[config.mk]
export PLATFORM = sky130hd
export DESIGN_NAME = hbc_top
export DESIGN_NICKNAME = d
export VERILOG_FILES = /design/src/hbc_timer.sv /design/src/hbc_top.sv
export SDC_FILE = /design/constraint.sdc
export NUM_CORES = 1
export LEC_CHECK = 0
export BUFFER_PORTS_ARGS = -buffer_cell sky130_fd_sc_hd__buf_2
export CORE_UTILIZATION = 40
export DETAILED_ROUTE_END_ITERATION = 12
export GPL_TIMING_DRIVEN = 0
export SYNTH_ARGS = -nofsm -noshare
export SYNTH_HDL_FRONTEND = slang
export SYNTH_HIERARCHICAL = 1
export SYNTH_SLANG_ARGS = --single-unit
[constraint.sdc]
create_clock -name sys_clk -period 4.1 [get_ports sys_clk]
set_input_delay 0.82 -clock sys_clk [delete_from_list [all_inputs] [get_ports sys_clk]]
set_output_delay 0.82 -clock sys_clk [all_outputs]
set_load 0.02 [all_outputs]
[src/hbc_timer.sv]
// Shared constants of the half bridge output control block, and the restartable
// interval timer used for every debounce and motor-stop interval.
// Assumes one 50 MHz clock and an active-low asynchronous reset.
`timescale 1ns/1ns
`default_nettype none
package hbc_pkg;
	localparam int CLK_KHZ       = 50000;
	localparam int OC_DEB_US     = 500;
	localparam int OV_DEB_MS     = 10;
	localparam int STOP_MS       = 100;
	localparam int OC_DEB_CYC    = (OC_DEB_US * CLK_KHZ + 999) / 1000;
	localparam int OV_DEB_CYC    = OV_DEB_MS * CLK_KHZ;
	localparam int STOP_CYC      = STOP_MS * CLK_KHZ;
	localparam int NUM_OUT       = 6;
	localparam int NUM_DET       = 3;
	localparam int SYNC_W        = 12;
	localparam logic [2:0] MOTOR_NONE = 3'h0;
	typedef enum logic [1:0] {HBC_IDLE, HBC_RUN, HBC_BRAKE} hbc_det_e;
endpackage

module hbc_timer #(
	parameter int CYCLES = 16
) (
	input  wire logic sys_clk,
	input  wire logic rst_b,
	input  wire logic run,
	output logic      done_q
);
	localparam int CW = $clog2(CYCLES + 1);
	localparam logic [CW-1:0] LAST = CW'(CYCLES - 1);
	localparam logic [CW-1:0] FULL = CW'(CYCLES);

	logic [CW-1:0] cnt_q;

	// Refused at elaboration; a zero-length interval has no last count
	if (CYCLES < 1) begin : g_bad_cycles
		$error("hbc_timer: CYCLES must be at least 1");
	end

	// Count restarts as soon as the qualifying condition lapses
	always_ff @(posedge sys_clk or negedge rst_b) begin
		if (!rst_b) begin
			cnt_q  <= '0;
			done_q <= 1'b0;
		end else begin
			cnt_q  <= !run ? '0 : (cnt_q == FULL ? cnt_q : cnt_q + 1'b1);
			done_q <= run && (cnt_q == LAST);
		end
	end
endmodule
`default_nettype wire

[src/hbc_top.sv]
// Control and protection logic for six half bridge outputs.
// Assumes analog comparators and ripple detectors on pins, and a serial command
// decoder on sys_clk that hands over one-cycle command strobes.
`timescale 1ns/1ns
`default_nettype none
module hbc_top
	import hbc_pkg::*;
#(
	parameter int OC_CYCLES   = OC_DEB_CYC,
	parameter int OV_CYCLES   = OV_DEB_CYC,
	parameter int STOP_CYCLES = STOP_CYC
) (
	input  wire logic        sys_clk,
	input  wire logic        rst_b,
	input  wire logic [5:0]  cur_limit,
	input  wire logic        over_temp,
	input  wire logic        thermal_recovery_hysteresis,
	input  wire logic        over_volt,
	input  wire logic [2:0]  ripple_pulse,
	input  wire logic [5:0]  load_sel,
	input  wire logic        cmd_valid,
	input  wire logic [5:0]  cmd_enable,
	input  wire logic [5:0]  cmd_dir,
	input  wire logic        cmd_ack,
	input  wire logic        cmd_go,
	input  wire logic        cmd_brake,
	input  wire logic [2:0]  cmd_motor,
	input  wire logic        cmd_motor_dir,
	output logic [5:0]       hs_on_q,
	output logic [5:0]       ls_on_q,
	output logic             data_ready_n,
	output logic [5:0]       oc_flag_q,
	output logic             ot_flag_q,
	output logic [2:0]       pos_ready_q,
	output logic [2:0]       ripple_count_q,
	output logic [1:0]       detector_input_selector
);
	if (OC_CYCLES < 1 || OV_CYCLES < 1 || STOP_CYCLES < 1) begin : g_bad_counts
		$error("hbc_top: interval counts must be positive");
	end

	// Motor to output pair and detector; 0 means no motor
	function automatic logic [2:0] pair_a(input logic [2:0] m);
		case (m)
			3'h1: pair_a = 3'h0;
			3'h2: pair_a = 3'h2;
			3'h3: pair_a = 3'h4;
			3'h4: pair_a = 3'h1;
			default: pair_a = 3'h3;
		endcase
	endfunction

	function automatic logic [1:0] det_of(input logic [2:0] m);
		det_of = (m == 3'h2) ? 2'h1 : ((m == 3'h3 || m == 3'h5) ? 2'h2 : 2'h0);
	endfunction

	// Three-stage synchronisers; a change counts once stages two and three agree
	logic [SYNC_W-1:0] s1_q, s2_q, s3_q, filt_q, filt_prev_q;
	wire  [SYNC_W-1:0] async_in = {ripple_pulse, cur_limit, over_volt, over_temp, thermal_recovery_hysteresis};

	always_ff @(posedge sys_clk or negedge rst_b) begin
		if (!rst_b) begin
			s1_q        <= '0;
			s2_q        <= '0;
			s3_q        <= '0;
			filt_q      <= '0;
			filt_prev_q <= '0;
		end else begin
			s1_q        <= async_in;
			s2_q        <= s1_q;
			s3_q        <= s2_q;
			filt_q      <= (s2_q & s3_q) | (filt_q & (s2_q | s3_q));
			filt_prev_q <= filt_q;
		end
	end

	wire       temp_cool = filt_q[0];
	wire       temp_hot  = filt_q[1];
	wire       volt_high = filt_q[2];
	wire [5:0] cl_level  = filt_q[8:3];
	wire [2:0] rip_edge  = filt_q[11:9] & ~filt_prev_q[11:9];

	// State
	hbc_det_e  det_st_q [NUM_DET];
	logic [2:0] det_mot_q [NUM_DET];
	logic       det_dir_q [NUM_DET];
	logic [5:0] out_en_q, out_dir_q, oc_shut_q;
	logic       ot_lock_q, ov_hold_q, drb_q;
	logic [5:0] oc_done;
	logic [2:0] stop_done;
	logic       ov_on_done, ov_off_done;

	genvar g;
	generate
		for (g = 0; g < NUM_OUT; g++) begin : g_oc
			hbc_timer #(.CYCLES(OC_CYCLES)) u_oc (
				.sys_clk(sys_clk), .rst_b(rst_b), .run(cl_level[g] && !oc_shut_q[g]), .done_q(oc_done[g])
			);
		end
		for (g = 0; g < NUM_DET; g++) begin : g_stop
			// Ripple restarts the interval
			hbc_timer #(.CYCLES(STOP_CYCLES)) u_stop (
				.sys_clk(sys_clk), .rst_b(rst_b), .run(det_st_q[g] == HBC_BRAKE && !rip_edge[g]), .done_q(stop_done[g])
			);
		end
	endgenerate

	hbc_timer #(.CYCLES(OV_CYCLES)) u_ov_on (
		.sys_clk(sys_clk), .rst_b(rst_b), .run(volt_high && !ov_hold_q), .done_q(ov_on_done)
	);
	hbc_timer #(.CYCLES(OV_CYCLES)) u_ov_off (
		.sys_clk(sys_clk), .rst_b(rst_b), .run(!volt_high && ov_hold_q), .done_q(ov_off_done)
	);

	// Command qualification
	wire       diag_open = (|oc_flag_q) || ot_flag_q;
	wire       ack_now   = cmd_valid && cmd_ack;
	wire       en_block  = diag_open && !ack_now;
	wire [5:0] en_req    = cmd_valid ? cmd_enable : 6'h00;
	wire [5:0] en_take   = (ot_lock_q || en_block) ? 6'h00 : en_req;
	wire       en_refuse = (|en_req) && (ot_lock_q || en_block);
	wire [1:0] go_det    = det_of(cmd_motor);
	wire [2:0] go_a      = pair_a(cmd_motor);
	wire       go_ok     = cmd_go && cmd_motor != MOTOR_NONE && cmd_motor <= 3'h5 && !ot_lock_q
		&& !load_sel[go_a] && !load_sel[go_a + 3'h1];
	wire       ot_event  = temp_hot && !ot_lock_q;
	wire       ack_clear = ack_now && !temp_hot;

	// Detector state machines and position flags
	always_ff @(posedge sys_clk or negedge rst_b) begin
		if (!rst_b) begin
			for (int d = 0; d < NUM_DET; d++) begin
				det_st_q[d]  <= HBC_IDLE;
				det_mot_q[d] <= MOTOR_NONE;
				det_dir_q[d] <= 1'b0;
			end
			pos_ready_q    <= 3'h0;
			ripple_count_q <= 3'h0;
		end else begin
			for (int d = 0; d < NUM_DET; d++) begin
				ripple_count_q[d] <= rip_edge[d] && det_st_q[d] != HBC_IDLE;
				if (ack_now) pos_ready_q[d] <= 1'b0;
				case (det_st_q[d])
					HBC_IDLE: begin
						if (go_ok && go_det == 2'(d)) begin
							det_st_q[d]  <= HBC_RUN;
							det_mot_q[d] <= cmd_motor;
							det_dir_q[d] <= cmd_motor_dir;
						end
					end
					HBC_RUN: begin
						if (cmd_brake && det_mot_q[d] == cmd_motor) det_st_q[d] <= HBC_BRAKE;
					end
					default: begin
						if (stop_done[d]) begin
							det_st_q[d]    <= HBC_IDLE;
							pos_ready_q[d] <= 1'b1;
						end
					end
				endcase
				// Overtemperature or a trip on the motor's pair aborts positioning, overvoltage does not; outputs are tristated below
				// An idle detector keeps its last motor; a stale pair must not block a new start
				if (det_st_q[d] != HBC_IDLE
					&& (ot_lock_q || oc_shut_q[pair_a(det_mot_q[d])] || oc_shut_q[pair_a(det_mot_q[d]) + 3'h1])) begin
					det_st_q[d] <= HBC_IDLE;
				end
			end
		end
	end

	// Protection and diagnostics; sets win over clears, except that a trip or overtemperature wins over an output enable
	always_ff @(posedge sys_clk or negedge rst_b) begin
		if (!rst_b) begin
			out_en_q  <= 6'h00;
			out_dir_q <= 6'h00;
			oc_shut_q <= 6'h00;
			oc_flag_q <= 6'h00;
			ot_flag_q <= 1'b0;
			ot_lock_q <= 1'b0;
			ov_hold_q <= 1'b0;
			drb_q     <= 1'b0;
		end else begin
			out_en_q  <= (out_en_q | en_take) & ~oc_done & ~{6{temp_hot}};
			out_dir_q <= cmd_valid ? cmd_dir : out_dir_q;
			oc_shut_q <= (oc_shut_q & ~en_take) | oc_done;
			oc_flag_q <= (ack_now ? 6'h00 : oc_flag_q) | oc_done;
			ot_flag_q <= (ack_clear ? 1'b0 : ot_flag_q) | ot_event;
			ot_lock_q <= temp_hot || (ot_lock_q && !temp_cool);
			ov_hold_q <= ov_on_done || (ov_hold_q && !ov_off_done);
			// Supply faults never reach the flag or the diagnostics
			drb_q     <= (drb_q && !ack_clear) || (|oc_done) || ot_event || en_refuse || (|stop_done);
		end
	end

	// Output drive: all bridges default to tristate
	logic [5:0] hs_d, ls_d;
	always_comb begin
		logic [2:0] a;
		a    = 3'h0;
		hs_d = 6'h00;
		ls_d = 6'h00;
		for (int d = 0; d < NUM_DET; d++) begin
			a = pair_a(det_mot_q[d]);
			if (det_st_q[d] == HBC_RUN) begin
				hs_d[a]        = det_dir_q[d];
				ls_d[a]        = !det_dir_q[d];
				hs_d[a + 3'h1] = !det_dir_q[d];
				ls_d[a + 3'h1] = det_dir_q[d];
			end else if (det_st_q[d] == HBC_BRAKE) begin
				ls_d[a]        = 1'b1;
				ls_d[a + 3'h1] = 1'b1;
			end
		end
		for (int i = 0; i < NUM_OUT; i++) begin
			// Undervoltage is deliberately not an input here
			if (load_sel[i]) begin
				hs_d[i] = out_en_q[i] && out_dir_q[i] && !ov_hold_q;
				ls_d[i] = (out_en_q[i] && !out_dir_q[i]) || (ov_hold_q && !oc_shut_q[i] && !ot_lock_q);
			end
			if (ot_lock_q || oc_shut_q[i]) begin
				hs_d[i] = 1'b0;
				ls_d[i] = 1'b0;
			end
		end
	end

	always_ff @(posedge sys_clk or negedge rst_b) begin
		if (!rst_b) begin
			hs_on_q                 <= 6'h00;
			ls_on_q                 <= 6'h00;
			data_ready_n            <= 1'b1;
			detector_input_selector <= 2'h0;
		end else begin
			hs_on_q      <= hs_d;
			ls_on_q      <= ls_d;
			data_ready_n <= !drb_q;
			// Detector one picks 2/3 for motor four, detector three picks 4/5 for motor five
			detector_input_selector <= {det_mot_q[2] == 3'h5, det_mot_q[0] == 3'h4};
		end
	end
endmodule
`default_nettype wire

# Word level (Yosys, flattened, before mapping)
# Index checks and enable logic that the tools add are counted.
# classes
addsub,15
n_lt_le_gt_ge,15
eq_ne,68
mux,127
bitwise,23
reduce_logical,163
# ops
cell,n
"15-bit == test, second input constant",12
15-bit two-way mux,12
"23-bit == test, second input constant",6
23-bit two-way mux,6
"15-bit by 1-bit adder with 15-bit output, second input constant",6
1-bit logical AND,83
"19-bit == test, second input constant",4
19-bit two-way mux,4
6-bit two-way mux,12
"23-bit by 1-bit adder with 23-bit output, second input constant",3
6-bit bitwise mux,10
1-bit two-way mux,48
6-bit OR,8
3-bit one-hot mux with 4 select lines,4
"19-bit by 1-bit adder with 19-bit output, second input constant",2
"3-bit by 4-bit < comparator with 1-bit output, second input constant",8
6-bit AND,5
1-bit zero test,29
2-bit two-way mux,14
1-bit logical OR,27
12-bit AND,2
1-bit binary-select mux with 3-bit select,8
"3-bit by 2-bit == test with 1-bit output, second input constant",8
12-bit OR,2
25 further kinds,88
# totals
register_bits,335
in_bits,40
output_inout_bits,28
wordCells,461

# Longest topological paths before layout
# Gate-level depths: netlist (run 1).
# depth
depth_word,20
mapped_depth,12
mapped_depth_nobuf,10

# Modules after synthesis
# The synthesis (run 1) kept the hierarchy.
# modules_own_cells
mod,instances,cells_per_inst,area_per_inst_um2,seq_area_each_um2
hbc_top,1,625,6238.5,2954.1
hbc_timer at g_oc[0].u_oc ...,6,94,958.4,400.4
hbc_timer at g_stop[0].u_stop ...,2,132,1306.3,600.6
hbc_timer at u_ov_off ...,2,116,1109.8,500.5
hbc_timer at g_stop[2].u_stop,1,133,1283.7,600.6

# Worst setup path after synthesis (run 1)
# OpenSTA, ideal clock, no wires.
# synth_path
path_type,input-to-reg
start,input cmd_motor[1]
end,register det_dir_q[0] in the netlist's numbering
setup_time_ns,0.125
t_arrival_ns,3.227
required_time_ns,3.975
setup_slack_ns,0.748
path_stages,10
n_path_buf,2
cell_sequence,clkbuf_8 -> or2b_1 -> mux2_2 -> ha_1 -> mux4_2 -> a221oi_2 -> o31ai_1 -> or3_1 -> buf_6 -> mux2_4
# synth_between
elab_chain_len,9
elab_cells_between_ends,26
classes_between,add/sub (1); order compare (1); eq/ne (6); mux (7); reduce/logical (11)
# synth_lines
item,line_no,source
from (decl),hbc_top.sv:27,"input wire logic [2:0] cmd_motor,"
3-bit == test (tied with other cells),hbc_top.sv:44,case (m)
3-bit one-hot mux with 4 select lines,hbc_top.sv:44,
3-bit by 1-bit adder with 3-bit output / 1-bit binary-select mux with 3-bit select (equally long branches),hbc_top.sv:125,&& !load_sel[go_a] && !load_sel[go_a + 3'h1];
1-bit binary-select mux with 3-bit select / 1-bit two-way mux (equally long branches),hbc_top.sv:125,
1-bit two-way mux (not written as such) / 1-bit zero test (equally long branches),hbc_top.sv:125,
1-bit zero test / 1-bit logical AND (equally long branches),hbc_top.sv:125,
1-bit logical AND,hbc_top.sv:125,
1-bit logical AND *,hbc_top.sv:145,if (go_ok && go_det == 2'(d)) begin
2-bit AND reduction (no source line) *,--,
"to (signal, indexed assignment)",hbc_top.sv:148,det_dir_q[d] <= cmd_motor_dir;
to (decl),hbc_top.sv:86,logic det_dir_q [NUM_DET];
# Mark *: on every way between the ends. The rest lies on a longest branch, timed or not. The select of a mux whose other input is x is not followed.
# A chain may end at the register's enable or synchronous reset.

# Worst setup path after layout (run 1)
# layout_path
start,register det_mot_q[6] in the netlist's numbering
end,register ls_on_q[3]
# layout_between
elab_chain_len,20
elab_cells_between_ends,35
classes_between,add/sub (1); order compare (4); eq/ne (4); mux (18); bitwise (6); reduce/logical (2)
# layout_lines
item,line_no,source
from (decl),hbc_top.sv:85,logic [2:0] det_mot_q [NUM_DET];
"from (signal, indexed assignment)",hbc_top.sv:147,det_mot_q[d] <= cmd_motor;
3-bit == test (tied with other cells),hbc_top.sv:44,
3-bit one-hot mux with 4 select lines *,hbc_top.sv:44,
3-bit by 1-bit adder with 3-bit output,"hbc_top.sv:208, hbc_top.sv:211",
3-bit by 4-bit < comparator with 1-bit output (not written as such) / 3-bit by 1-bit greater-or-equal comparator with 1-bit output (equally long branches),"hbc_top.sv:208, hbc_top.sv:211",
1-bit logical AND (not written as such),"hbc_top.sv:208, hbc_top.sv:211",
1-bit two-way mux (not written as such),"hbc_top.sv:208, hbc_top.sv:211",
1-bit demux with 3-bit select,"hbc_top.sv:208, hbc_top.sv:211",
6-bit OR (no source line),--,
[4 not listed],--,
6-bit two-way mux,hbc_top.sv:209,end else if (det_st_q[d] == HBC_BRAKE) begin
6-bit two-way mux *,hbc_top.sv:204,if (det_st_q[d] == HBC_RUN) begin
6-bit OR (no source line) (2 in series),--,
6-bit two-way mux,hbc_top.sv:209,
6-bit two-way mux *,hbc_top.sv:204,
1-bit two-way mux *,hbc_top.sv:216,if (load_sel[i]) begin
1-bit two-way mux *,hbc_top.sv:220,if (ot_lock_q || oc_shut_q[i]) begin
named net ls_d[3],hbc_top.sv:196,"logic [5:0] hs_d, ls_d;"
to (signal assigned),hbc_top.sv:235,ls_on_q <= ls_d;
to (decl),hbc_top.sv:30,"output logic [5:0] ls_on_q,"
# Mark *: on every way through the listed nets, which the timed path passes. The rest lies on a longest branch.

==> results of run 1 <==
logic make-up after synthesis:
family                     count (synthesis)  share of synthesized area, %
xor gates and xnor gates                  77                          3.72
muxes                                     75                          4.37
adders and majority gates                 46                          3.01
DFF                                      326                          45.1
and+or+nand+nor                          787                          27.8
AOI/OAI and AO/OA                        339                          12.0
buffers and inverters                    168                          4.11
state kept, by name, summed over array words and instances (netlist names), 6 cells and up:
name                 cells
u_ov_on/cnt_q           19
out_en_q                 6
det_mot_q                9
out_dir_q                6
s1_q                    12
filt_q                  12
s3_q                    12
oc_shut_q                6
hs_on_q                  6
ls_on_q                  6
u_ov_off/cnt_q          19
g_oc.u_oc/done_q         6
s2_q                    12
g_oc.u_oc/cnt_q         90
g_stop.u_stop/cnt_q     69
det_st_q                 6
oc_flag_q                6
final cells by class:
class	instances	area [um2]
plain buffers	74	390
fillers	4192	23800
multi-input cells	1324	9200
clock buffers	45	1020
repair buffers	67	390
diodes	3	7.51
flip-flops and latches	326	8160
well taps	592	741
clock inverters	24	332
inverters	94	353
through the flow:
stage	total power [mW]	worst slack (ps)	util, %
floorplan	4.65	748	-
global placement	5.11	-4150	43.2
detailed placement	5.14	339	43.3
CTS	8.82	444	46.3
global route	9.14	127	46.4
finish	8.73	420	46.4
worst max-delay path, cell delays in order (launching register included):
cell and delay, ps:
dfrtp_1 380, clkbuf_1 220, nor3b_1 720, nor2_1 120, ha_1 210, clkbuf_1 200
or3b_2 500, o21ai_0 230, and4b_1 270, o311ai_0 200, a21o_1 210, a311oi_1 310
how the worst max path moves through the flow:
stage                       from                     to  slack, ps  cells after the start
floorplan           cmd_motor[1]           det_dir_q[0]        750                     10
global placement           rst_b  g_oc[5].u_oc/cnt_q[4]      -4150                      1
detailed placement  cmd_motor[1]           det_mot_q[2]        340                     11
CTS                 det_mot_q[6]             ls_on_q[3]        440                     11
global route        det_mot_q[6]             hs_on_q[3]        130                     11
finish              det_mot_q[6]             ls_on_q[3]        420                     11
layout by cell type, fill, tap and decap left out, types with 13 or more instances in the layout:
| master | netlist | layout |
|---|---|---|
| a21o_1 | 16 | 16 |
| a21oi_1 | 110 | 110 |
| and2_1 | 24 | 24 |
| and3_1 | 20 | 20 |
| buf_2 | 3 | 67 |
| clkbuf_1 | 47 | 50 |
| clkbuf_16 | 0 | 38 |
| clkinv_1 | 13 | 13 |
| dfrtp_1 | 325 | 325 |
| ha_1 | 34 | 34 |
| inv_1 | 75 | 75 |
| mux2i_1 | 60 | 60 |
| nand2_1 | 174 | 174 |
| nand2b_1 | 52 | 52 |
| nand3_1 | 77 | 77 |
| nand3b_1 | 15 | 15 |
| nand4_1 | 39 | 39 |
| nor2_1 | 84 | 84 |
| nor2b_1 | 17 | 17 |
| nor3_1 | 37 | 37 |
| nor4_1 | 13 | 13 |
| nor4_2 | 30 | 30 |
| o21ai_0 | 60 | 60 |
| o31ai_1 | 47 | 47 |
| or3_1 | 39 | 39 |
| or4_1 | 48 | 48 |
| xnor2_1 | 30 | 30 |
| xor2_1 | 47 | 47 |
power by group through the flow:
stage	registers (mW)	logic, mW	clock network [mW]
after CTS	3.47	1.62	3.73
final	3.47	1.63	3.63
after global routing	3.49	1.80	3.86
after floorplan	3.51	1.14	0
after detailed placement	3.53	1.61	0
after global placement	3.52	1.59	0
per-layer routing:
| layer | global-route usage (%) | routed length, um | vias to the layer above |
|---|---|---|---|
| li1 | - | - | 6849 |
| met2 | 30.1 | 20200 | 299 |
| met3 | 4.25 | 2290 | 66 |
| met1 | 27.4 | 20900 | 7111 |
| met5 | 0 | 39 | - |
| met4 | 6.02 | 1080 | 6 |
==> run_results.csv, run 1 <==
group,metric,value,unit
run_status,status,"complete, no violations",
pwr,internal_power,6.14,mW
clocking,cts_hold_buf,0,
floorplan,start_util,40.8,%
cells_and_area,instances_no_fill,2549,
place,postPlaceCellArea,0.0192,mm2
pwr,power.switching,2.59,mW
flow_run,maxCapViolCount,0,
critical_path,crit_type,"flop to flop",
floorplan,die-area,0.0461,mm2
cells_and_area,final_layout_size_suffix_gt1_share,14.2,%
sta,rsz0062_at_grt,"no",
cells_and_area,fin_area,0.0206,mm2
pwr,p_comb_share,18.7,%
pwr,peakVddDrop,0.375,mV
clocking,clk_latency,560,ps
cells_and_area,fin_nets,1999,
pwr,seq_power_share,39.8,%
clocking,cts_inserted_buffers,38,
critical_path,start_kind,"flop",
yosys,synth.distinct_cells,98,
grt,grt_pass1_vias,13800,
grt,grt_overflow,0,
detailed_routing,drt-total-wl,44600,um
sta,tightest_slew,990,ps
yosys,yosysMostFrequentCell,"dfrtp_1",
grt,grt_pass1_wl,73600,um
detailed_routing,via_per_inst,5.62,
sta,hold_violations,0,
pwr,p_sw_share,29.6,%
yosys,ys_ff_latch,326,
critical_path,r2r_end,"ls_on_q[3]",
sta,fmax,272,MHz
critical_path,r2r_cells,11,
yosys,synth_edf_count,0,
critical_path,worstSetupEndpointType,"flop",
detailed_routing,post-route-drc-count,0,
yosys,yosysWarnings,6,
pwr,clock_power_share,41.5,%
sta,relSlewSlack,33.4,%
sta,worst_clock_skew,24.1,ps
detailed_routing,via_count,14300,
yosys,synth_area_per_cell,9.96,um2
sta,finalSetupViolCount,0,
critical_path,worstPathArrival,4100,ps
sta,fin_crit_sh,89.8,%
place,gp_congestion,0.882,
floorplan,core-area,0.0444,mm2
yosys,netlist_area,0.0181,mm2
yosys,synth.net_count,1892,
yosys,ys_seq_area_share,45.1,%
pwr,leakagePower,8.40,nW
clocking,cts.sinks,326,
floorplan,ios,68,
critical_path,r2r_slack,420,ps
cells_and_area,area_delta_synth_final,13.7,%
sta,fin_crit,3680,ps
floorplan,die_x,215,um
sta,tns,0,ps
floorplan,die_y,215,um
critical_path,cp_max_fo,10,
grt,antenna_found_initial,7,
yosys,syn_inst,1818,
yosys,synth_top_area_share,44.9,%
clocking,cts.clk_slew.worst_paths,60,ps
clocking,h-tree-depth,2,
detailed_routing,firstDrtPassIters,5,
place,io_buffers,65,
detailed_routing,postRouteAntennaNets,0,
clocking,clk_path_buf_depth,3,
pwr,p_per_area,424,mW/mm2
clocking,postCtsSetupBuffers,0,
clocking,cts_resized,0,
sta,timing.hold.ws,331,ps
grt,grt_max_degree,122,
critical_path,r2r_start,"det_mot_q[6]",
critical_path,required,4520,ps
clocking,cts_tree,"yes",
yosys,yosys.area.top_type,"dfrtp_1",
yosys,synthTopCellsByCount,"dfrtp_1 (325), nand2_1 (174), a21oi_1 (110)",
sta,drv_slew,0,
detailed_routing,wl_per_cell,17.5,um
detailed_routing,drt_iter0_drc,895,
worst_hold_path,hp-class,"input pin to asynchronous set/reset pin",
yosys,async_flop_share,100,%
yosys,synth_top_flop_cell,"dfrtp_1",
floorplan,rows,77,
place,dp.cells,2477,
yosys,ys_top_cells_by_area,"dfrtp_1 (45%), nand2_1 (3.6%), mux2i_1 (3.3%)",
clocking,root_buffer,"clkbuf_16",
grt,grt_util_all_layers,19.6,%
place,dp.final_hpwl,31800,um
Note: power is estimated with default switching activity, not from simulation.
==> run 2: changes to the inputs <==
--- a/config.mk
+++ b/config.mk
@@ -6,4 +6,5 @@
 export NUM_CORES = 1
 export LEC_CHECK = 0
+export ABC_AREA = 1
 export BUFFER_PORTS_ARGS = -buffer_cell sky130_fd_sc_hd__buf_2
 export CORE_UTILIZATION = 40
==> constraint.sdc (replaced) <==
create_clock -name sys_clk -period 4.1 [get_ports sys_clk]
set_input_delay 0.205 -clock sys_clk [delete_from_list [all_inputs] [get_ports sys_clk]]
set_output_delay 0.205 -clock sys_clk [all_outputs]
set_load 0.02 [all_outputs]
==> run_results.csv, run 2 <==
group,metric,value,unit
run_status,status,"complete, no violations",
floorplan,ios,68,
cells_and_area,final_core_util,47.2,%
worst_hold_path,min_path_cells,3,
yosys,ys_seq_area_share,43.6,%
critical_path,r2r_cells,16,
clocking,cts_inserted_buffers,38,
cells_and_area,seq_area,0.00816,mm2
cells_and_area,nFillCells,4534,
place,io_buffers,64,
cells_and_area,area_delta_synth_final,15.6,%
pwr,p_total,8.90,mW
pwr,clock_power_share,42.2,%
pwr,leakagePower,9.57,nW
yosys,synth.distinct_cells,53,
sta,timing.hold.ws,77.8,ps
cells_and_area,largest_reg_flops,90,
detailed_routing,via_count,16900,
cells_and_area,multi_input_area,0.00918,mm2
place,dp.final_hpwl,34900,um
grt,antenna_found_initial,4,
grt,grt_overflow,0,
cells_and_area,layout_commonest_cell,"nand2_1",
yosys,synth_top_area_share,43.5,%
sta,worst_clock_skew,24.7,ps
yosys,synthTopCellsByCount,"nand2_1 (670), nor2_1 (441), dfrtp_1 (325)",
clocking,root_buffer,"clkbuf_16",
grt,grt_pass1_wl,78800,um
yosys,yosys.area.top_type,"dfrtp_1",
cells_and_area,largestRegisters,"g_oc.u_oc/cnt_q x90, g_stop.u_stop/cnt_q x69",
place,postPlaceCellArea,0.0199,mm2
pwr,power.switching,2.68,mW
yosys,yosysWarnings,6,
cells_and_area,fin_area,0.0216,mm2
sta,hold_violations,0,
yosys,syn_inst,2573,
floorplan,rows,78,
pwr,p_comb_share,17.8,%
yosys,ys_top_cells_by_area,"dfrtp_1 (43%), nand2_1 (13%), nor2_1 (8.8%)",
critical_path,crit_path_frequent_cell,"nand2_1",
critical_path,start_kind,"flop",
clocking,h-tree-depth,2,
pwr,internal_power,6.23,mW
critical_path,required,4500,ps
clocking,cts.clk_slew.worst_paths,60,ps
floorplan,start_util,40.9,%
critical_path,r2r_start,"det_mot_q[3]",
cells_and_area,instances_no_fill,3346,
place,dp.cells,3240,
yosys,netlist_area,0.0187,mm2
yosys,synth_top_flop_cell,"dfrtp_1",
critical_path,worstPathArrival,2960,ps
detailed_routing,drt_iter0_drc,1201,
critical_path,worstSetupEndpointType,"flop",
cells_and_area,top_register,"g_oc.u_oc/cnt_q",
critical_path,r2r_end,"hs_on_q[1]",
floorplan,core-area,0.0458,mm2
worst_hold_path,holdPathEnd,"hs_on_q[1]",
pwr,p_per_area,412,mW/mm2
detailed_routing,via_per_inst,5.05,
sta,fin_crit,2550,ps
grt,grt_util_all_layers,20.3,%
clocking,cts_tree,"yes",
cells_and_area,fin_nets,2787,
sta,fmax,392,MHz
floorplan,die-area,0.0476,mm2
clocking,cts.sinks,326,
critical_path,cp_max_fo,6,
pwr,p_sw_share,30.1,%
worst_hold_path,hp-start,"load_sel[1]",
detailed_routing,firstDrtPassIters,6,
cells_and_area,final_layout_size_suffix_gt1_share,11.2,%
yosys,yosysMostFrequentCell,"nand2_1",
worst_hold_path,hp-class,"input pin to flop",
place,gp_congestion,0.933,
clocking,clk_path_buf_depth,3,
critical_path,crit_chain,"inv_1, nand2_1, inv_1, nand2_1, o21ai_0, inv_1, ha_1, inv_1, nand3_1, nand2_1, nand2_1, nand3_1, nand2_1, nand2_1, nand2_1, a21oi_1",
sta,drv_slew,0,
yosys,synth_area_per_cell,7.27,um2
flow_run,maxCapViolCount,0,
grt,grt_pass1_vias,16100,
sta,tightest_slew,704,ps
detailed_routing,post-route-drc-count,0,
grt,grt_max_degree,106,
yosys,async_flop_share,100,%
detailed_routing,postRouteAntennaNets,0,
sta,finalSetupViolCount,0,
clocking,cts_resized,0,
critical_path,crit_type,"flop to flop",
sta,relSlewSlack,52.7,%
sta,rsz0062_at_grt,"no",
yosys,synth.net_count,2647,
clocking,clk_latency,560,ps
cells_and_area,layout_common_cells,"nand2_1 (670), nor2_1 (441), dfrtp_1 (325)",
critical_path,slowest_stage,"dfrtp_1",
yosys,synth_edf_count,0,
detailed_routing,wl_per_cell,14.0,um
sta,fin_crit_sh,62.3,%
yosys,ys_ff_latch,326,
critical_path,slowest_delay,390,ps
detailed_routing,drt-total-wl,46800,um
pwr,peakVddDrop,0.350,mV
pwr,seq_power_share,40.0,%
floorplan,die_x,218,um
critical_path,r2r_slack,1550,ps
floorplan,die_y,218,um
-- run 2: cell types whose count changed in the layout (fill, tap and decap cells not counted), sizes merged, moves of 32 or more --
cell         delta
nand2         +547
nor2          +416
inv           +226
nand3         +115
mux2i          -60
nand2b         -52
o21ai          +50
or4            -48
o31ai          -47
or3            -41
nor4           -39
dlygate4sd3    +33
clkbuf         -32
-- run 2: worst max path at each step --
| stage | slack [ps] | startpoint | end |
|---|---|---|---|
| global placement | -3670 | rst_b | g_oc[3].u_oc/cnt_q[12] |
| finish | 1550 | det_mot_q[3] | hs_on_q[1] |
| detailed placement | 1540 | det_mot_q[6] | hs_on_q[5] |
| floorplan | 2060 | det_mot_q[8] | ls_on_q[4] |
| global route | 1240 | det_mot_q[6] | hs_on_q[5] |
| CTS | 1530 | det_mot_q[6] | hs_on_q[5] |
-- run 2: cell families after synthesis --
group                    count (synthesis)  share of synthesized area [%]
AND/OR/NAND/NOR                       1557                           36.6
multiplexers                             1                         0.0602
flip-flops                             326                           43.6
XOR/XNOR                                41                           1.92
buffers and inverters                  346                           7.34
adder cells (fa/ha/maj)                 46                           2.92
AO/OA/AOI/OAI                          256                           7.60
-- run 2: critical path, delay by kind of cell, from the launching register on --
| kind | cells | cell delay, ps |
|---|---|---|
| buf+inv | 4 | 480 |
| flops | 1 | 390 |
| simple gates | 9 | 730 |
| compound gates | 2 | 430 |
| fa+ha+maj | 1 | 360 |
-- run 2: final cells by class --
class                   instances  area share [%]
flip-flops and latches        326            37.7
plain buffers                  32           0.874
diodes                          3          0.0347
clock inverters                19            1.40
clock buffers                  51            5.14
repair buffers                100            3.44
inverters                     314            5.47
multi-input cells            1901            42.4
well taps                     600            3.47
-- run 2: metrics by stage --
| step | setup WS, ps | setup TNS (ps) |
|---|---|---|
| floorplan | 2060 | 0 |
| global placement | -3670 | -1179210 |
| detailed placement | 1540 | 0 |
| CTS | 1530 | 0 |
| global route | 1240 | 0 |
| finish | 1550 | 0 |
-- run 2: power by group through the flow --
stage	clock network, mW	logic, mW	registers, mW
3_3_place_gp	0	1.50	3.61
3_5_place_dp	0	1.54	3.62
6_report	3.76	1.58	3.56
2_1_floorplan	0	1.09	3.58
4_1_cts	3.90	1.58	3.56
5_1_grt	4.02	1.79	3.59
-- run 2: repair_timing --
action                    in CTS  in global routing
hold buffers                  33                  0
setup buffers                  0                  0
hold endpoints to repair     177                  0
-- run 2: metal layers --
layer,GRT usage (%),part of all wire [%],up-vias
li1,-,-,8518
met1,27.7,47,7906
met2,31.8,44,391
met3,3.47,5.4,89
met4,8.04,3.1,0
met5,0,0,-
==> run 3: changes to the inputs <==
- clock period: 4.1 -> 2.35 ns (I/O delays scaled with it)
==> run_results.csv, run 3 (synthesized netlist as in run 2, its figures left out) <==
group,metric,value,unit
detailed_routing,postRouteAntennaNets,0,
grt,grt_util_all_layers,20.3,%
place,dp.cells,3240,
clocking,clk_latency,560,ps
clocking,clk_path_buf_depth,3,
sta,relSlewSlack,51.6,%
sta,fin_crit,2300,ps
sta,fin_ws,46.4,ps
floorplan,die-area,0.0476,mm2
detailed_routing,via_count,17000,
critical_path,crit_type,"flop to flop",
sta,fmax,434,MHz
detailed_routing,drt_iter0_drc,1264,
floorplan,rows,78,
detailed_routing,drt-total-wl,47400,um
cells_and_area,layout_commonest_cell,"nand2_1",
clocking,cts_tree,"yes",
cells_and_area,largest_reg_flops,90,
pwr,leakagePower,9.70,nW
clocking,root_buffer,"clkbuf_16",
cells_and_area,final_layout_size_suffix_gt1_share,13.8,%
grt,grt_overflow,0,
pwr,peakVddDrop,0.611,mV
pwr,p_total,16.2,mW
place,gp_congestion,0.933,
cells_and_area,fin_nets,2808,
place,postPlaceCellArea,0.0199,mm2
place,io_buffers,64,
grt,antenna_found_initial,4,
floorplan,start_util,40.9,%
floorplan,ios,68,
sta,hold_violations,0,
detailed_routing,wl_per_cell,14.1,um
sta,rsz0062_at_grt,"yes",
cells_and_area,top_register,"g_oc.u_oc/cnt_q",
grt,grt_pass1_vias,16100,
flow_run,maxCapViolCount,0,
critical_path,worstPathArrival,2780,ps
clocking,cts.sinks,326,
floorplan,core-area,0.0458,mm2
floorplan,die_x,218,um
clocking,cts_inserted_buffers,38,
place,dp.final_hpwl,34900,um
sta,worst_clock_skew,24.3,ps
critical_path,start_kind,"flop",
sta,fin_crit_sh,98.0,%
grt,grt_max_degree,106,
pwr,p_per_area,732,mW/mm2
sta,timing.hold.ws,47.4,ps
cells_and_area,instances_no_fill,3367,
critical_path,worstSetupEndpointType,"flop",
cells_and_area,fin_area,0.0221,mm2
grt,grt_pass1_wl,79000,um
sta,drv_slew,0,
floorplan,die_y,218,um
critical_path,cp_max_fo,5,
clocking,h-tree-depth,2,
sta,tightest_slew,720,ps
cells_and_area,area_delta_synth_final,18.0,%
critical_path,required,2830,ps
cells_and_area,layout_common_cells,"nand2_1 (656), nor2_1 (436), dfrtp_1 (320)",
worst_hold_path,hp-class,"input pin to asynchronous set/reset pin",
cells_and_area,largestRegisters,"g_oc.u_oc/cnt_q x90, g_stop.u_stop/cnt_q x69",
detailed_routing,via_per_inst,5.05,
place,pre_cts_ws,-214,ps
run_status,status,"complete, no violations",
detailed_routing,post-route-drc-count,0,
sta,finalSetupViolCount,0,
detailed_routing,firstDrtPassIters,5,
clocking,cts.clk_slew.worst_paths,60,ps
[run 3: cell types whose count changed in the layout (fill, tap and decap cells not counted), moves of 6 or more]
cell     previous run  this run
nand2_1           670       656
a21oi_2             1         7
buf_4               3        22
inv_1             284       276
nand2_2            49        56
nand2_4             4        11
a21oi_1            90        81
[run 3: path summary, 6_finish.rpt]
kind	cells past startpoint	slack, ps	from	to
worst max-delay path	18	50	det_mot_q[7]	det_st_q[5]
max in group asynchronous	4	1080	rst_b	data_ready_n
min in group sys_clk	5	50	cmd_brake	det_st_q[5]
worst min register to register	0	350	s1_q[6]	s2_q[6]
worst min-delay path	2	50	rst_b	g_stop[1].u_stop/cnt_q[8]
worst max register to register	18	50	det_mot_q[7]	det_st_q[5]
[run 3: what timing repair did]
item / CTS / global route
hold buffers: 35 / 0
pin swaps: 1 / 27
cloned: 0 / 0
endpoints found under the setup margin: 10 / 18
resized for setup: 16 / 65
endpoints found under the hold margin: 280 / 0
setup buffers: 2 / 18
[run 3: power breakdown]
part           switching (mW)  internal, mW  total, mW
Combinational            2.15          1.22       3.37
Sequential              0.333          5.90       6.23
Clock                    2.45          4.11       6.56
[run 3: per-layer routing]
layer | global-route usage (%) | wire (um) | up-vias
li1 | - | - | 8563
met3 | 3.47 | 2550 | 93
met5 | 0 | 0 | -
met2 | 31.9 | 21200 | 388
met4 | 8.04 | 1520 | 0
met1 | 27.8 | 22200 | 7975
[run 3: final cells by class]
type	count	area, um2
fill	4497	23700
clock buffer	51	1110
timing repair buffer	122	917
multi-input combinational	1901	9420
buffer	31	193
tap	600	751
sequential	326	8170
clock inverter	19	303
inverter	314	1200
antenna	3	7.51
[run 3: metrics by stage]
step / util, % / setup TNS [ps]
floorplan: - / 0
global placement: 43.2 / -1722000
detailed placement: 43.4 / -963
CTS: 47.5 / -9.09
global route: 48.2 / -394
finish: 48.2 / 0
[run 3: worst max-delay path, cell delays in order, from the launching register on]
cell	delay, ps
dfrtp_1	370
inv_2	100
nand2_4	100
inv_2	40
o21ai_2	180
nand2_1	120
nand2_2	110
ha_4	160
inv_2	40
nand2_4	60
nand2_4	80
nor2_4	150
nand2_2	100
buf_6	120
o211ai_1	190
nor2_2	90
nand2_1	60
nor2_1	60
nor2_1	100
